### src/core/aux_scan_pkg.sv
/*
  Constants, register map and field layout for the auxiliary input scan sequencer.
  Assumes a 100 MHz hclk and a 32-bit AHB-Lite register bus with word-aligned registers.
*/
// Behaviour
// - Only channels with enable bit set convert
// - Writing one to scan bit starts scan
// - Aux starts after power-up, cells, diagnostic
// - Channel one first, then two; skip disabled
// - Each result goes to its own register
// - Bias switch closes on scan request; stays open with no channel enabled
// - Settling delay field, step equals minimum
// - Settling delay before every enabled channel
// - Charge pump off for whole scan
// - Results are 12-bit codes of bias supply
// - Conversion within 10 or 17 us
// - Stored result compared with both thresholds
// - Enabled violation sets hot or cold alert
// - Hot and cold enables held per channel
// - Alerts clear when later conversion passes
// - Alarm enables forward alerts to alarm pin
package aux_scan_pkg;

  // ------------------------------------------------------------
  // Register indices (byte address is four times the index)
  // ------------------------------------------------------------
  localparam logic [7:0] IDX_ALERT_STATUS = 8'h02;
  localparam logic [7:0] IDX_CONVERTER_CONFIG = 8'h08;
  localparam logic [7:0] IDX_ACQUISITION_CONFIG = 8'h0c;
  localparam logic [7:0] IDX_SCAN_CONTROL = 8'h10;
  localparam logic [7:0] IDX_IRQ_STATUS = 8'h11;
  localparam logic [7:0] IDX_IRQ_MASK = 8'h12;
  localparam logic [7:0] IDX_COLD_THRESHOLD = 8'h1e;
  localparam logic [7:0] IDX_HOT_THRESHOLD = 8'h1f;
  localparam logic [7:0] IDX_AUX_ONE_RESULT = 8'h40;
  localparam logic [7:0] IDX_AUX_TWO_RESULT = 8'h41;

  // ------------------------------------------------------------
  // Field positions
  // ------------------------------------------------------------
  localparam int CFG_AUX_ONE_EN = 0;
  localparam int CFG_AUX_TWO_EN = 1;
  localparam int CFG_HOT_ALARM_EN = 2;
  localparam int CFG_COLD_ALARM_EN = 3;
  localparam int ST_COLD_ALERT = 0;
  localparam int ST_HOT_ALERT = 1;
  localparam int ST_BUSY = 15;
  localparam int RES_HOT_EN = 0;
  localparam int RES_COLD_EN = 1;
  localparam int RES_CODE_LSB = 4;
  localparam int SCAN_BIT = 0;
  localparam int IRQ_SCAN_DONE = 0;
  localparam int IRQ_HOT = 1;
  localparam int IRQ_COLD = 2;
  localparam int IRQ_OVERRUN = 3;
  localparam int IRQ_W = 4;
  localparam int SETTLE_W = 6;
  localparam int CODE_W = 12;

  // ------------------------------------------------------------
  // Reset values
  // ------------------------------------------------------------
  localparam logic [15:0] RST_CONVERTER_CONFIG = 16'h0000;
  localparam logic [15:0] RST_ACQUISITION_CONFIG = 16'h0000;
  localparam logic [15:0] RST_THRESHOLD_COLD = 16'hfff0;
  localparam logic [15:0] RST_THRESHOLD_HOT = 16'h0000;
  localparam logic [IRQ_W-1:0] RST_IRQ_MASK = 4'h0;

  // ------------------------------------------------------------
  // Timing
  // ------------------------------------------------------------
  localparam int CLK_PERIOD_PS = 10000;
  localparam int SETTLE_STEP_PS = 5300000;
  localparam int CONV_ONE_PS = 10000000;
  localparam int CONV_TWO_PS = 17000000;
  localparam int SETTLE_STEP_CYC = (SETTLE_STEP_PS + CLK_PERIOD_PS - 1) / CLK_PERIOD_PS;
  localparam int CONV_ONE_CYC = CONV_ONE_PS / CLK_PERIOD_PS;
  localparam int CONV_TWO_CYC = CONV_TWO_PS / CLK_PERIOD_PS;

  typedef enum logic [2:0] {
    S_IDLE, S_PRE, S_SETTLE, S_CONVERT, S_NEXT
  } scan_state_t;

endpackage

### src/core/aux_input_scan_sequencer.sv
/*
  Auxiliary input scan sequencer: AHB-Lite register slave, scan state machine,
  settling timer, result store, threshold alerts, alarm and interrupt.
  Assumes an external converter with a start/done handshake, a power-up
  indication and a level marking that cell and diagnostic conversions are done.
*/
// Our own choice: the AHB-Lite interface to the registers.
`timescale 1ns/100ps
module aux_input_scan_sequencer import aux_scan_pkg::*; #(
  parameter bit HOT_WHEN_ABOVE = 1'b1
) (
  input wire logic hclk,
  input wire logic hresetn,
  input wire logic ce,
  input wire logic hsel,
  input wire logic [31:0] haddr,
  input wire logic [1:0] htrans,
  input wire logic hwrite,
  input wire logic [2:0] hsize,
  input wire logic [31:0] hwdata,
  input wire logic hready,
  output logic hreadyout,
  output logic [31:0] hrdata,
  output logic hresp,
  input wire logic powerup_done,
  input wire logic cells_diag_done,
  input wire logic adc_done,
  input wire logic [CODE_W-1:0] adc_result,
  output logic adc_start,
  output logic adc_channel,
  output logic scan_request,
  output logic thermistor_bias_supply,
  output logic charge_pump_enable,
  output logic alarm_output_pin,
  output logic irq
);

  // ------------------------------------------------------------
  // Register storage
  // ------------------------------------------------------------
  logic [15:0] converter_config_ff;
  logic [15:0] acquisition_config_ff;
  logic [15:0] cold_threshold_ff;
  logic [15:0] hot_threshold_ff;
  logic [CODE_W-1:0] code_ff [2];
  logic [1:0] hot_en_ff [2];
  logic [1:0] hot_viol_ff;
  logic [1:0] cold_viol_ff;
  logic [IRQ_W-1:0] irq_status_ff;
  logic [IRQ_W-1:0] irq_mask_ff;
  logic [31:0] hrdata_ff;

  // ------------------------------------------------------------
  // Bus phase capture
  // ------------------------------------------------------------
  logic wr_pend_ff;
  logic [7:0] wr_idx_ff;
  logic addr_ok;
  logic rd_take;
  logic [7:0] a_idx;
  logic [15:0] wdat;
  logic wr_now;

  function automatic logic wr_hit(input logic [7:0] idx);
    wr_hit = wr_now && (wr_idx_ff == idx);
  endfunction

  assign hreadyout = ce;
  assign hresp = 1'b0;
  assign hrdata = hrdata_ff;
  assign a_idx = haddr[9:2];
  assign addr_ok = ce && hsel && hready && htrans[1];
  assign rd_take = addr_ok && !hwrite;
  assign wr_now = ce && wr_pend_ff;
  assign wdat = hwdata[15:0];

  always_ff @(posedge hclk or negedge hresetn) begin
    if (!hresetn) begin
      wr_pend_ff <= 1'b0;
      wr_idx_ff <= 8'h00;
    end else if (ce) begin
      wr_pend_ff <= addr_ok && hwrite;
      if (addr_ok && hwrite) begin
        wr_idx_ff <= a_idx;
      end
    end
  end

  // ------------------------------------------------------------
  // Scan sequencing
  // ------------------------------------------------------------
  scan_state_t state_ff;
  logic ch_ff;
  logic [15:0] settle_cnt_ff;
  logic [10:0] conv_cnt_ff;
  logic overrun_ff;
  logic busy;
  logic start_scan;
  logic ch_one_en;
  logic ch_two_en;
  logic first_ch;
  logic has_second;
  logic [15:0] settle_total;
  logic [10:0] conv_limit;
  logic store;

  assign busy = (state_ff != S_IDLE);
  assign ch_one_en = converter_config_ff[CFG_AUX_ONE_EN];
  assign ch_two_en = converter_config_ff[CFG_AUX_TWO_EN];
  assign start_scan = wr_hit(IDX_SCAN_CONTROL) && wdat[SCAN_BIT] && !busy;
  // Channel one leads when enabled, otherwise channel two
  assign first_ch = !ch_one_en;
  assign has_second = (ch_ff == 1'b0) && ch_two_en;
  // Setting n means n+1 steps; 64 steps at most
  assign settle_total = 16'((acquisition_config_ff[SETTLE_W-1:0] + 7'd1)
                        * SETTLE_STEP_CYC);
  assign conv_limit = (ch_one_en && ch_two_en) ? 11'(CONV_TWO_CYC)
                                               : 11'(CONV_ONE_CYC);
  assign store = (state_ff == S_CONVERT) && adc_done && ce;

  always_ff @(posedge hclk or negedge hresetn) begin
    if (!hresetn) begin
      state_ff <= S_IDLE;
      ch_ff <= 1'b0;
    end else if (ce) begin
      unique case (state_ff)
        S_IDLE: begin
          if (start_scan) begin
            state_ff <= S_PRE;
          end
        end
        S_PRE: begin
          if (powerup_done && cells_diag_done) begin
            ch_ff <= first_ch;
            state_ff <= (ch_one_en || ch_two_en) ? S_SETTLE : S_NEXT;
          end
        end
        S_SETTLE: begin
          if (settle_cnt_ff == 16'h0001) begin
            state_ff <= S_CONVERT;
          end
        end
        S_CONVERT: begin
          if (adc_done) begin
            if (has_second) begin
              ch_ff <= 1'b1;
              state_ff <= S_SETTLE;
            end else begin
              state_ff <= S_NEXT;
            end
          end
        end
        S_NEXT: begin
          state_ff <= S_IDLE;
        end
      endcase
    end
  end

  // Loaded on entry to each settling phase
  always_ff @(posedge hclk or negedge hresetn) begin
    if (!hresetn) begin
      settle_cnt_ff <= 16'h0000;
    end else if (ce) begin
      if ((state_ff == S_PRE) || (state_ff == S_CONVERT)) begin
        settle_cnt_ff <= settle_total;
      end else if (state_ff == S_SETTLE) begin
        settle_cnt_ff <= settle_cnt_ff - 16'h0001;
      end
    end
  end

  // Conversion budget counts only converter time, not settling
  always_ff @(posedge hclk or negedge hresetn) begin
    if (!hresetn) begin
      conv_cnt_ff <= 11'h000;
      overrun_ff <= 1'b0;
    end else if (ce) begin
      overrun_ff <= 1'b0;
      if (start_scan) begin
        conv_cnt_ff <= 11'h000;
      end else if (state_ff == S_CONVERT) begin
        if (conv_cnt_ff == conv_limit) begin
          overrun_ff <= 1'b1;
        end
        if (conv_cnt_ff != 11'h7ff) begin
          conv_cnt_ff <= conv_cnt_ff + 11'h001;
        end
      end
    end
  end

  // Converter request is a one-cycle pulse on entry to conversion
  always_ff @(posedge hclk or negedge hresetn) begin
    if (!hresetn) begin
      adc_start <= 1'b0;
      adc_channel <= 1'b0;
      scan_request <= 1'b0;
    end else if (ce) begin
      adc_start <= (state_ff == S_SETTLE) && (settle_cnt_ff == 16'h0001);
      adc_channel <= ch_ff;
      scan_request <= start_scan;
    end
  end

  // ------------------------------------------------------------
  // Supplies
  // ------------------------------------------------------------
  always_ff @(posedge hclk or negedge hresetn) begin
    if (!hresetn) begin
      thermistor_bias_supply <= 1'b0;
      charge_pump_enable <= 1'b1;
    end else if (ce) begin
      if (start_scan) begin
        thermistor_bias_supply <= ch_one_en || ch_two_en;
        charge_pump_enable <= 1'b0;
      end else if (state_ff == S_NEXT) begin
        thermistor_bias_supply <= 1'b0;
        charge_pump_enable <= 1'b1;
      end
    end
  end

  // ------------------------------------------------------------
  // Results, thresholds and alerts
  // ------------------------------------------------------------
  logic [CODE_W-1:0] hot_thr;
  logic [CODE_W-1:0] cold_thr;
  logic over_hot;
  logic under_cold;

  assign hot_thr = hot_threshold_ff[RES_CODE_LSB +: CODE_W];
  assign cold_thr = cold_threshold_ff[RES_CODE_LSB +: CODE_W];
  // Polarity depends on the sensor network, so it is a build choice
  assign over_hot = HOT_WHEN_ABOVE ? (adc_result > hot_thr)
                                   : (adc_result < hot_thr);
  assign under_cold = HOT_WHEN_ABOVE ? (adc_result < cold_thr)
                                     : (adc_result > cold_thr);

  genvar g;
  generate
    for (g = 0; g < 2; g++) begin : g_chan
      always_ff @(posedge hclk or negedge hresetn) begin
        if (!hresetn) begin
          code_ff[g] <= '0;
          hot_en_ff[g] <= 2'b00;
          hot_viol_ff[g] <= 1'b0;
          cold_viol_ff[g] <= 1'b0;
        end else if (ce) begin
          if (wr_hit(IDX_AUX_ONE_RESULT + 8'(g))) begin
            hot_en_ff[g] <= {wdat[RES_COLD_EN], wdat[RES_HOT_EN]};
          end
          if (store && (ch_ff == 1'(g))) begin
            code_ff[g] <= adc_result;
            // Recomputed on every store, so a passing result clears it
            hot_viol_ff[g] <= hot_en_ff[g][RES_HOT_EN] && over_hot;
            cold_viol_ff[g] <= hot_en_ff[g][RES_COLD_EN] && under_cold;
          end
        end
      end
    end
  endgenerate

  logic hot_alert_flag;
  logic cold_alert_flag;
  logic hot_alert_d_ff;
  logic cold_alert_d_ff;

  assign hot_alert_flag = |hot_viol_ff;
  assign cold_alert_flag = |cold_viol_ff;

  always_ff @(posedge hclk or negedge hresetn) begin
    if (!hresetn) begin
      alarm_output_pin <= 1'b0;
      hot_alert_d_ff <= 1'b0;
      cold_alert_d_ff <= 1'b0;
    end else if (ce) begin
      alarm_output_pin <= (hot_alert_flag && converter_config_ff[CFG_HOT_ALARM_EN])
                       || (cold_alert_flag && converter_config_ff[CFG_COLD_ALARM_EN]);
      hot_alert_d_ff <= hot_alert_flag;
      cold_alert_d_ff <= cold_alert_flag;
    end
  end

  // ------------------------------------------------------------
  // Configuration registers
  // ------------------------------------------------------------
  always_ff @(posedge hclk or negedge hresetn) begin
    if (!hresetn) begin
      converter_config_ff <= RST_CONVERTER_CONFIG;
      acquisition_config_ff <= RST_ACQUISITION_CONFIG;
      cold_threshold_ff <= RST_THRESHOLD_COLD;
      hot_threshold_ff <= RST_THRESHOLD_HOT;
      irq_mask_ff <= RST_IRQ_MASK;
    end else if (ce) begin
      if (wr_hit(IDX_CONVERTER_CONFIG)) begin
        converter_config_ff <= wdat;
      end
      if (wr_hit(IDX_ACQUISITION_CONFIG)) begin
        acquisition_config_ff <= wdat;
      end
      if (wr_hit(IDX_COLD_THRESHOLD)) begin
        cold_threshold_ff <= wdat;
      end
      if (wr_hit(IDX_HOT_THRESHOLD)) begin
        hot_threshold_ff <= wdat;
      end
      if (wr_hit(IDX_IRQ_MASK)) begin
        irq_mask_ff <= wdat[IRQ_W-1:0];
      end
    end
  end

  // ------------------------------------------------------------
  // Interrupt status: read clears, a same-cycle event wins
  // ------------------------------------------------------------
  logic [IRQ_W-1:0] irq_events;
  logic irq_rd;

  assign irq_events[IRQ_SCAN_DONE] = (state_ff == S_NEXT) && ce;
  assign irq_events[IRQ_HOT] = hot_alert_flag && !hot_alert_d_ff && ce;
  assign irq_events[IRQ_COLD] = cold_alert_flag && !cold_alert_d_ff && ce;
  assign irq_events[IRQ_OVERRUN] = overrun_ff && ce;
  assign irq_rd = rd_take && (a_idx == IDX_IRQ_STATUS);

  always_ff @(posedge hclk or negedge hresetn) begin
    if (!hresetn) begin
      irq_status_ff <= '0;
      irq <= 1'b0;
    end else if (ce) begin
      irq_status_ff <= (irq_rd ? '0 : irq_status_ff) | irq_events;
      irq <= |(((irq_rd ? '0 : irq_status_ff) | irq_events) & irq_mask_ff);
    end
  end

  // ------------------------------------------------------------
  // Read data, captured in the address phase
  // ------------------------------------------------------------
  logic [15:0] rd_mux;

  always_comb begin
    rd_mux = 16'h0000;
    unique case (a_idx)
      IDX_ALERT_STATUS: begin
        rd_mux[ST_HOT_ALERT] = hot_alert_flag;
        rd_mux[ST_COLD_ALERT] = cold_alert_flag;
        rd_mux[ST_BUSY] = busy;
      end
      IDX_CONVERTER_CONFIG: rd_mux = converter_config_ff;
      IDX_ACQUISITION_CONFIG: rd_mux = acquisition_config_ff;
      IDX_SCAN_CONTROL: rd_mux[SCAN_BIT] = busy;
      IDX_IRQ_STATUS: rd_mux[IRQ_W-1:0] = irq_status_ff;
      IDX_IRQ_MASK: rd_mux[IRQ_W-1:0] = irq_mask_ff;
      IDX_COLD_THRESHOLD: rd_mux = cold_threshold_ff;
      IDX_HOT_THRESHOLD: rd_mux = hot_threshold_ff;
      IDX_AUX_ONE_RESULT: rd_mux = {code_ff[0], 2'b00, hot_en_ff[0][1], hot_en_ff[0][0]};
      IDX_AUX_TWO_RESULT: rd_mux = {code_ff[1], 2'b00, hot_en_ff[1][1], hot_en_ff[1][0]};
      default: rd_mux = 16'h0000;
    endcase
  end

  always_ff @(posedge hclk or negedge hresetn) begin
    if (!hresetn) begin
      hrdata_ff <= 32'h0000_0000;
    end else if (rd_take) begin
      hrdata_ff <= {16'h0000, rd_mux};
    end
  end

endmodule

### config.mk
export PLATFORM = sky130hd
export DESIGN_NAME = aux_input_scan_sequencer
export DESIGN_NICKNAME = d
export VERILOG_FILES = /design/src/core/aux_scan_pkg.sv /design/src/core/aux_input_scan_sequencer.sv
export SDC_FILE = /design/constraint.sdc
export NUM_CORES = 1
export LEC_CHECK = 0
export CAP_MARGIN = 20
export CORE_ASPECT_RATIO = 0.6
export CORE_UTILIZATION = 60
export DETAILED_ROUTE_END_ITERATION = 16
export DONT_BUFFER_PORTS = 1
export HOLD_SLACK_MARGIN = 0.08
export PLACE_DENSITY = 0.75
export SLEW_MARGIN = 25
export SYNTH_ARGS = -nofsm -noshare
export SYNTH_HDL_FRONTEND = slang
export SYNTH_SLANG_ARGS = --single-unit
### constraint.sdc
create_clock -name hclk -period 6.9 [get_ports hclk]
set_input_delay 0.69 -clock hclk [delete_from_list [all_inputs] [get_ports hclk]]
set_output_delay 0.69 -clock hclk [all_outputs]
set_load 0.01 [all_outputs]
-- Word level (Yosys, flattened, before mapping)
Cells that the tools add are included.
Widths: inputs -> output; s select.
- eq/ne operators: 30
- bitwise logic cells: 3
- reduce and logical (&&, ||, !) cells: 70
- $add $sub $neg: 3
- magnitude comparators: 2
- $mul: 1
- multiplexer cells: 30
- operators by type and width (kind ; number):
    $eq 8x5->1 const B ; 9
    $pmux 11 s6 ; 1
    $mux 11 ; 4
    $logic_and 1x1->1 ; 37
    $eq 8x4->1 const B ; 4
    $eq 8x7->1 const B ; 4
    $mux 16 ; 2
    $reduce_and 2->1 ; 12
    $mux 3 ; 6
    $eq 16x1->1 const B ; 1
    $sub 16x1->16 const B ; 1
    $mul 7x9->15 const B ; 1
    $pmux 3 s5 ; 1
    $gt 12x12->1 ; 1
    $lt 12x12->1 ; 1
    $pmux 2 s6 ; 1
    $add 11x1->11 const B ; 1
    $eq 11x11->1 ; 1
    $ne 11x11->1 const B ; 1
    $mux 1 ; 10
    $ne 2x2->1 const B ; 5
    $pmux 1 s10 ; 1
    $reduce_and 5->1 ; 2
    $reduce_bool 2->1 ; 5
    other kinds (19) ; 27
- word-level logic and storage cells: 170
- output and inout port bits: 41
- bits of input ports: 90
- register bits after elaboration: 170

-- Depth between registers and ports, before layout
- depth after elaboration: 9
- depth in mapped cells: 14
- depth with buffers taken out: 14

-- Least setup slack after synthesis
No wires, ideal clock.
- path kind: reg-to-reg
- from: register acquisition_config_ff[0]
- to: register settle_cnt_ff[14]
- cell stages (with the launch flop): 15
- setup time: 148 ps
- buffers on the path: 0
- required time: 6752 ps
- clock period less this slack: 3065 ps
- data arrival time: 2917 ps
- slack: 3835 ps
- cells stage by stage: dfrtp_1 -> ha_1 -> nand3_1 -> nor2_1 -> ha_1 -> ha_1 -> inv_1 -> fa_1 -> inv_1 -> ha_1 -> nor3_1 -> a211oi_1 -> a41oi_1 -> xnor2_1 -> o221ai_1
- word-level cells in the longest chain between the ends: 3
- RTL lines (item ; RTL line ; RTL):
    start, declared ; aux_input_scan_sequencer.sv:42 ; logic [15:0] acquisition_config_ff;
    start signal, assigned ; aux_input_scan_sequencer.sv:300 ; acquisition_config_ff <= wdat;
    $add 6x1->7 ; aux_input_scan_sequencer.sv:115 ; assign settle_total = 16'((acquisition_config_ff[SETTLE_W-1:0] + 7'd1)
    $mul 7x9->15 ; aux_input_scan_sequencer.sv:116 ; * SETTLE_STEP_CYC);
    $mux 16 ; aux_input_scan_sequencer.sv:165 ; if ((state_ff == S_PRE) || (state_ff == S_CONVERT)) begin
    end signal, assigned ; aux_input_scan_sequencer.sv:166 ; settle_cnt_ff <= settle_total;
    end signal, assigned ; aux_input_scan_sequencer.sv:168 ; settle_cnt_ff <= settle_cnt_ff - 16'h0001;
    end, declared ; aux_input_scan_sequencer.sv:94 ; logic [15:0] settle_cnt_ff;
No other way between the ends.
A chain may end at the register's enable or synchronous reset.

-- Final worst setup path
- from: register acquisition_config_ff[0]
- to: register settle_cnt_ff[15]
Same word-level chain as after synthesis.

==> metrics.cfg <==
[place]
gp_congestion = 0.9023
place_area_sq_um = 9429
post-dp-hpwl_um = 17070
dpl.cell_count = 1063
numPortBuffers = 0

[global_route]
grt_pass1_vias = 6778
top_usage_layer = met1
use_met2_pct = 42.67
grtUsageMet1_pct = 49.65
grt_max_degree = 158
met3_usage_pct = 8.799
grt_remaining_overflow = 0
grt_pass1_wl_um = 38250
grt_usage_pct = 31.30
antenna_found_initial = 1

[finish]
areaGrowthSynthToFinish_pct = 6.447
seq_area_sq_um = 4270
final_common_cell = dfrtp_1
layout_common_cells = dfrtp_1, nand2_1, mux2_2
fin_cells = 1097
post-route-cell-area_sq_um = 10040
finalNetCount = 1017
fillCellCount = 1193
multi_input_area_sq_um = 4720
final_layout_size_suffix_gt1_share_pct = 17.58

[run]
maxCapViolations = 0

[clocking]
cts_num_sinks = 170
cts_tree = built
cts_resized = 0
clock_path_buffers = 2
cts-root-buf = clkbuf_16
clk_latency_ns = 0.42
htree_levels = 4
cts.clk_slew.worst_paths_ns = 0.07
cts_buffers = 17

[sta]
fin_skew_ns = 0.01375
finalSetupTns_ns = 0
slew_headroom_pct = 27.50
slew_violations = 0
setup_viol = 0
hold_viol_final = 0
worstMarginPinSlew_ns = 1.087
grt_setup_unrepaired = no
post-route-min-period_ns = 3.613
max_clock_freq_mhz = 276.8
fin_crit_sh_pct = 52.36

[floorplanning]
core-area_sq_um = 15370
row_count = 35
die_h_um = 99.12
start_util_pct = 61.36
die_x_um = 163.9
ios = 131
die_area_sq_um = 16240

[pwr]
p_leak_nw = 4.647
peakVddDrop_mv = 0.1814
powerDensity_nw_per_um2 = 253.7

[logic_synthesis]
ys_warn_count = 0
netlist_instances = 895
ys_ff_latch = 170
synth_edf_count = 0
avgSynthCellArea_sq_um = 10.54
yosysSeqAreaShare_pct = 45.28
yosys.cell_types.count = 73
synth_area_sq_um = 9432
async_flop_share_pct = 100.0
yosys_most_used_dff = dfrtp_1

[worst_setup_path]
arrival_ns = 3.94
worstReg2RegStart = acquisition_config_ff[0]$_DFFE_PN0P_
critPathLaunchType = flip-flop
cp-end-kind = flip-flop
required_ns = 7.23
worstSetupPathType = reg -> reg
worstPathMaxFanout = 7
crit_start = acquisition_config_ff[0]$_DFFE_PN0P_

[drt]
ant_nets = 0
drtIter0Drc = 664
routed_wl_um = 23810
viasPerCell = 6.368
vias = 6986
drt_first_pass_iters = 6
drc = 0
avgRoutedWirePerCell_um = 21.70

[worst_hold_path]
min_path_type = in -> async

[run_status]
status = completed

[synth_stat cells, types with 10 or more instances]
cell,n,area (sq um)
dfrtp_1,157,3929
nand2_1,100,375.4
mux2_2,72,810.8
nor2_1,49,183.9
inv_1,47,176.4
ha_1,46,575.6
o21ai_0,42,210.2
mux2i_1,31,310.3
a21oi_1,30,150.1
nand3_1,22,110.1
o22ai_1,22,137.6
clkbuf_1,20,75.07
mux2_4,20,300.3
buf_4,18,135.1
nand4_1,16,100.1
nor3_1,14,70.07
a221oi_1,13,113.9
dfstp_2,13,341.6
xor2_1,11,96.34
a31oi_1,10,62.56
[per-layer routing]
layer,share of wire [%],routed length [um],vias up
met5,0,0,-
met4,0.57,136,0
met3,9.6,2288,17
met2,41,9707,284
met1,49,11680,3493
li1,-,-,3192
[kinds of logic (layout without fill, tap and decap cells)]
logic type / count (synthesis) / after routing / synth area share, %
adder cells (fa/ha/maj): 47 / 47 / 6.315
XOR/XNOR: 20 / 20 / 1.857
AO/OA/AOI/OAI: 175 / 175 / 12.24
AND/OR/NAND/NOR: 259 / 259 / 13.81
flip-flops: 170 / 170 / 45.28
multiplexers: 123 / 123 / 15.07
buffers and inverters: 100 / 82 / 5.386
other: 1 / 18 / 0.03976
[sequential cells by signal, summed over array words and instances, names as in the netlist, 8 cells and up]
register               count
cold_threshold_ff         16
hot_threshold_ff          16
conv_cnt_ff               11
hrdata                    16
converter_config_ff       16
code_ff                   24
wr_idx_ff                  8
acquisition_config_ff     16
settle_cnt_ff             16
[report_power, final]
| group | total (W) | switching, W | internal (W) |
|---|---|---|---|
| clock | 0.000938 | 0.000453 | 0.000484 |
| combinational | 0.000403 | 0.000245 | 0.000158 |
| sequential | 0.00121 | 0.000111 | 0.00110 |
[final cells by class]
class / instances / share of cell area (%)
clock inverter: 15 / 1.483
sequential: 170 / 42.54
timing repair buffer: 3 / 0.4237
tap: 203 / 2.530
antenna: 1 / 0.02493
clock buffer: 17 / 4.237
multi-input combinational: 641 / 47.01
inverter: 47 / 1.757
[worst max-delay path, stage by stage (launching register included)]
cell and delay [ns]:
dfrtp_1 0.53, ha_1 0.24, nand3_1 0.12, nor2_1 0.27, ha_1 0.21, ha_1 0.14
inv_1 0.05, fa_1 0.47, inv_1 0.04, ha_1 0.32, nor3_1 0.09, a2111oi_0 0.47
o22ai_1 0.20, xor2_1 0.18, o211ai_1 0.20
[worst paths after layout]
kind                                                          to  slack (ns)  cells after the start
max                                settle_cnt_ff[15]$_DFFE_PN0P_        3.29                     14
min in group hclk                        state_ff[2]$_DFFE_PN0P_        0.37                      1
min                               charge_pump_enable$_DFFE_PN1P_        0.11                      0
max reg2reg                        settle_cnt_ff[15]$_DFFE_PN0P_        3.29                     14
max in group asynchronous  acquisition_config_ff[12]$_DFFE_PN0P_        6.02                      1
min reg2reg                               code_ff[9]$_DFFE_PN0P_        0.48                      2
[through the flow]
| stage | util (%) | setup slack, ns | total power, W | hold WS [ns] |
|---|---|---|---|---|
| 3_5_place_dp | 61.34 | 3.313 | 0.001601 | 0.3985 |
| 3_3_place_gp | 61.34 | 3.428 | 0.001575 | 0.3995 |
| 5_1_grt | 65.30 | 2.926 | 0.002677 | 0.08978 |
| 2_1_floorplan | - | 3.835 | 0.001514 | 0.3944 |
| 4_1_cts | 65.26 | 3.288 | 0.002554 | 0.1005 |
| 6_report | 65.32 | 3.287 | 0.002547 | 0.1072 |
[timing repair]
action	CTS	global route
hold endpoints to repair	157	0
hold buffers	1	0
buffers inserted	0	0
Power figures use the tool's default switching activity.
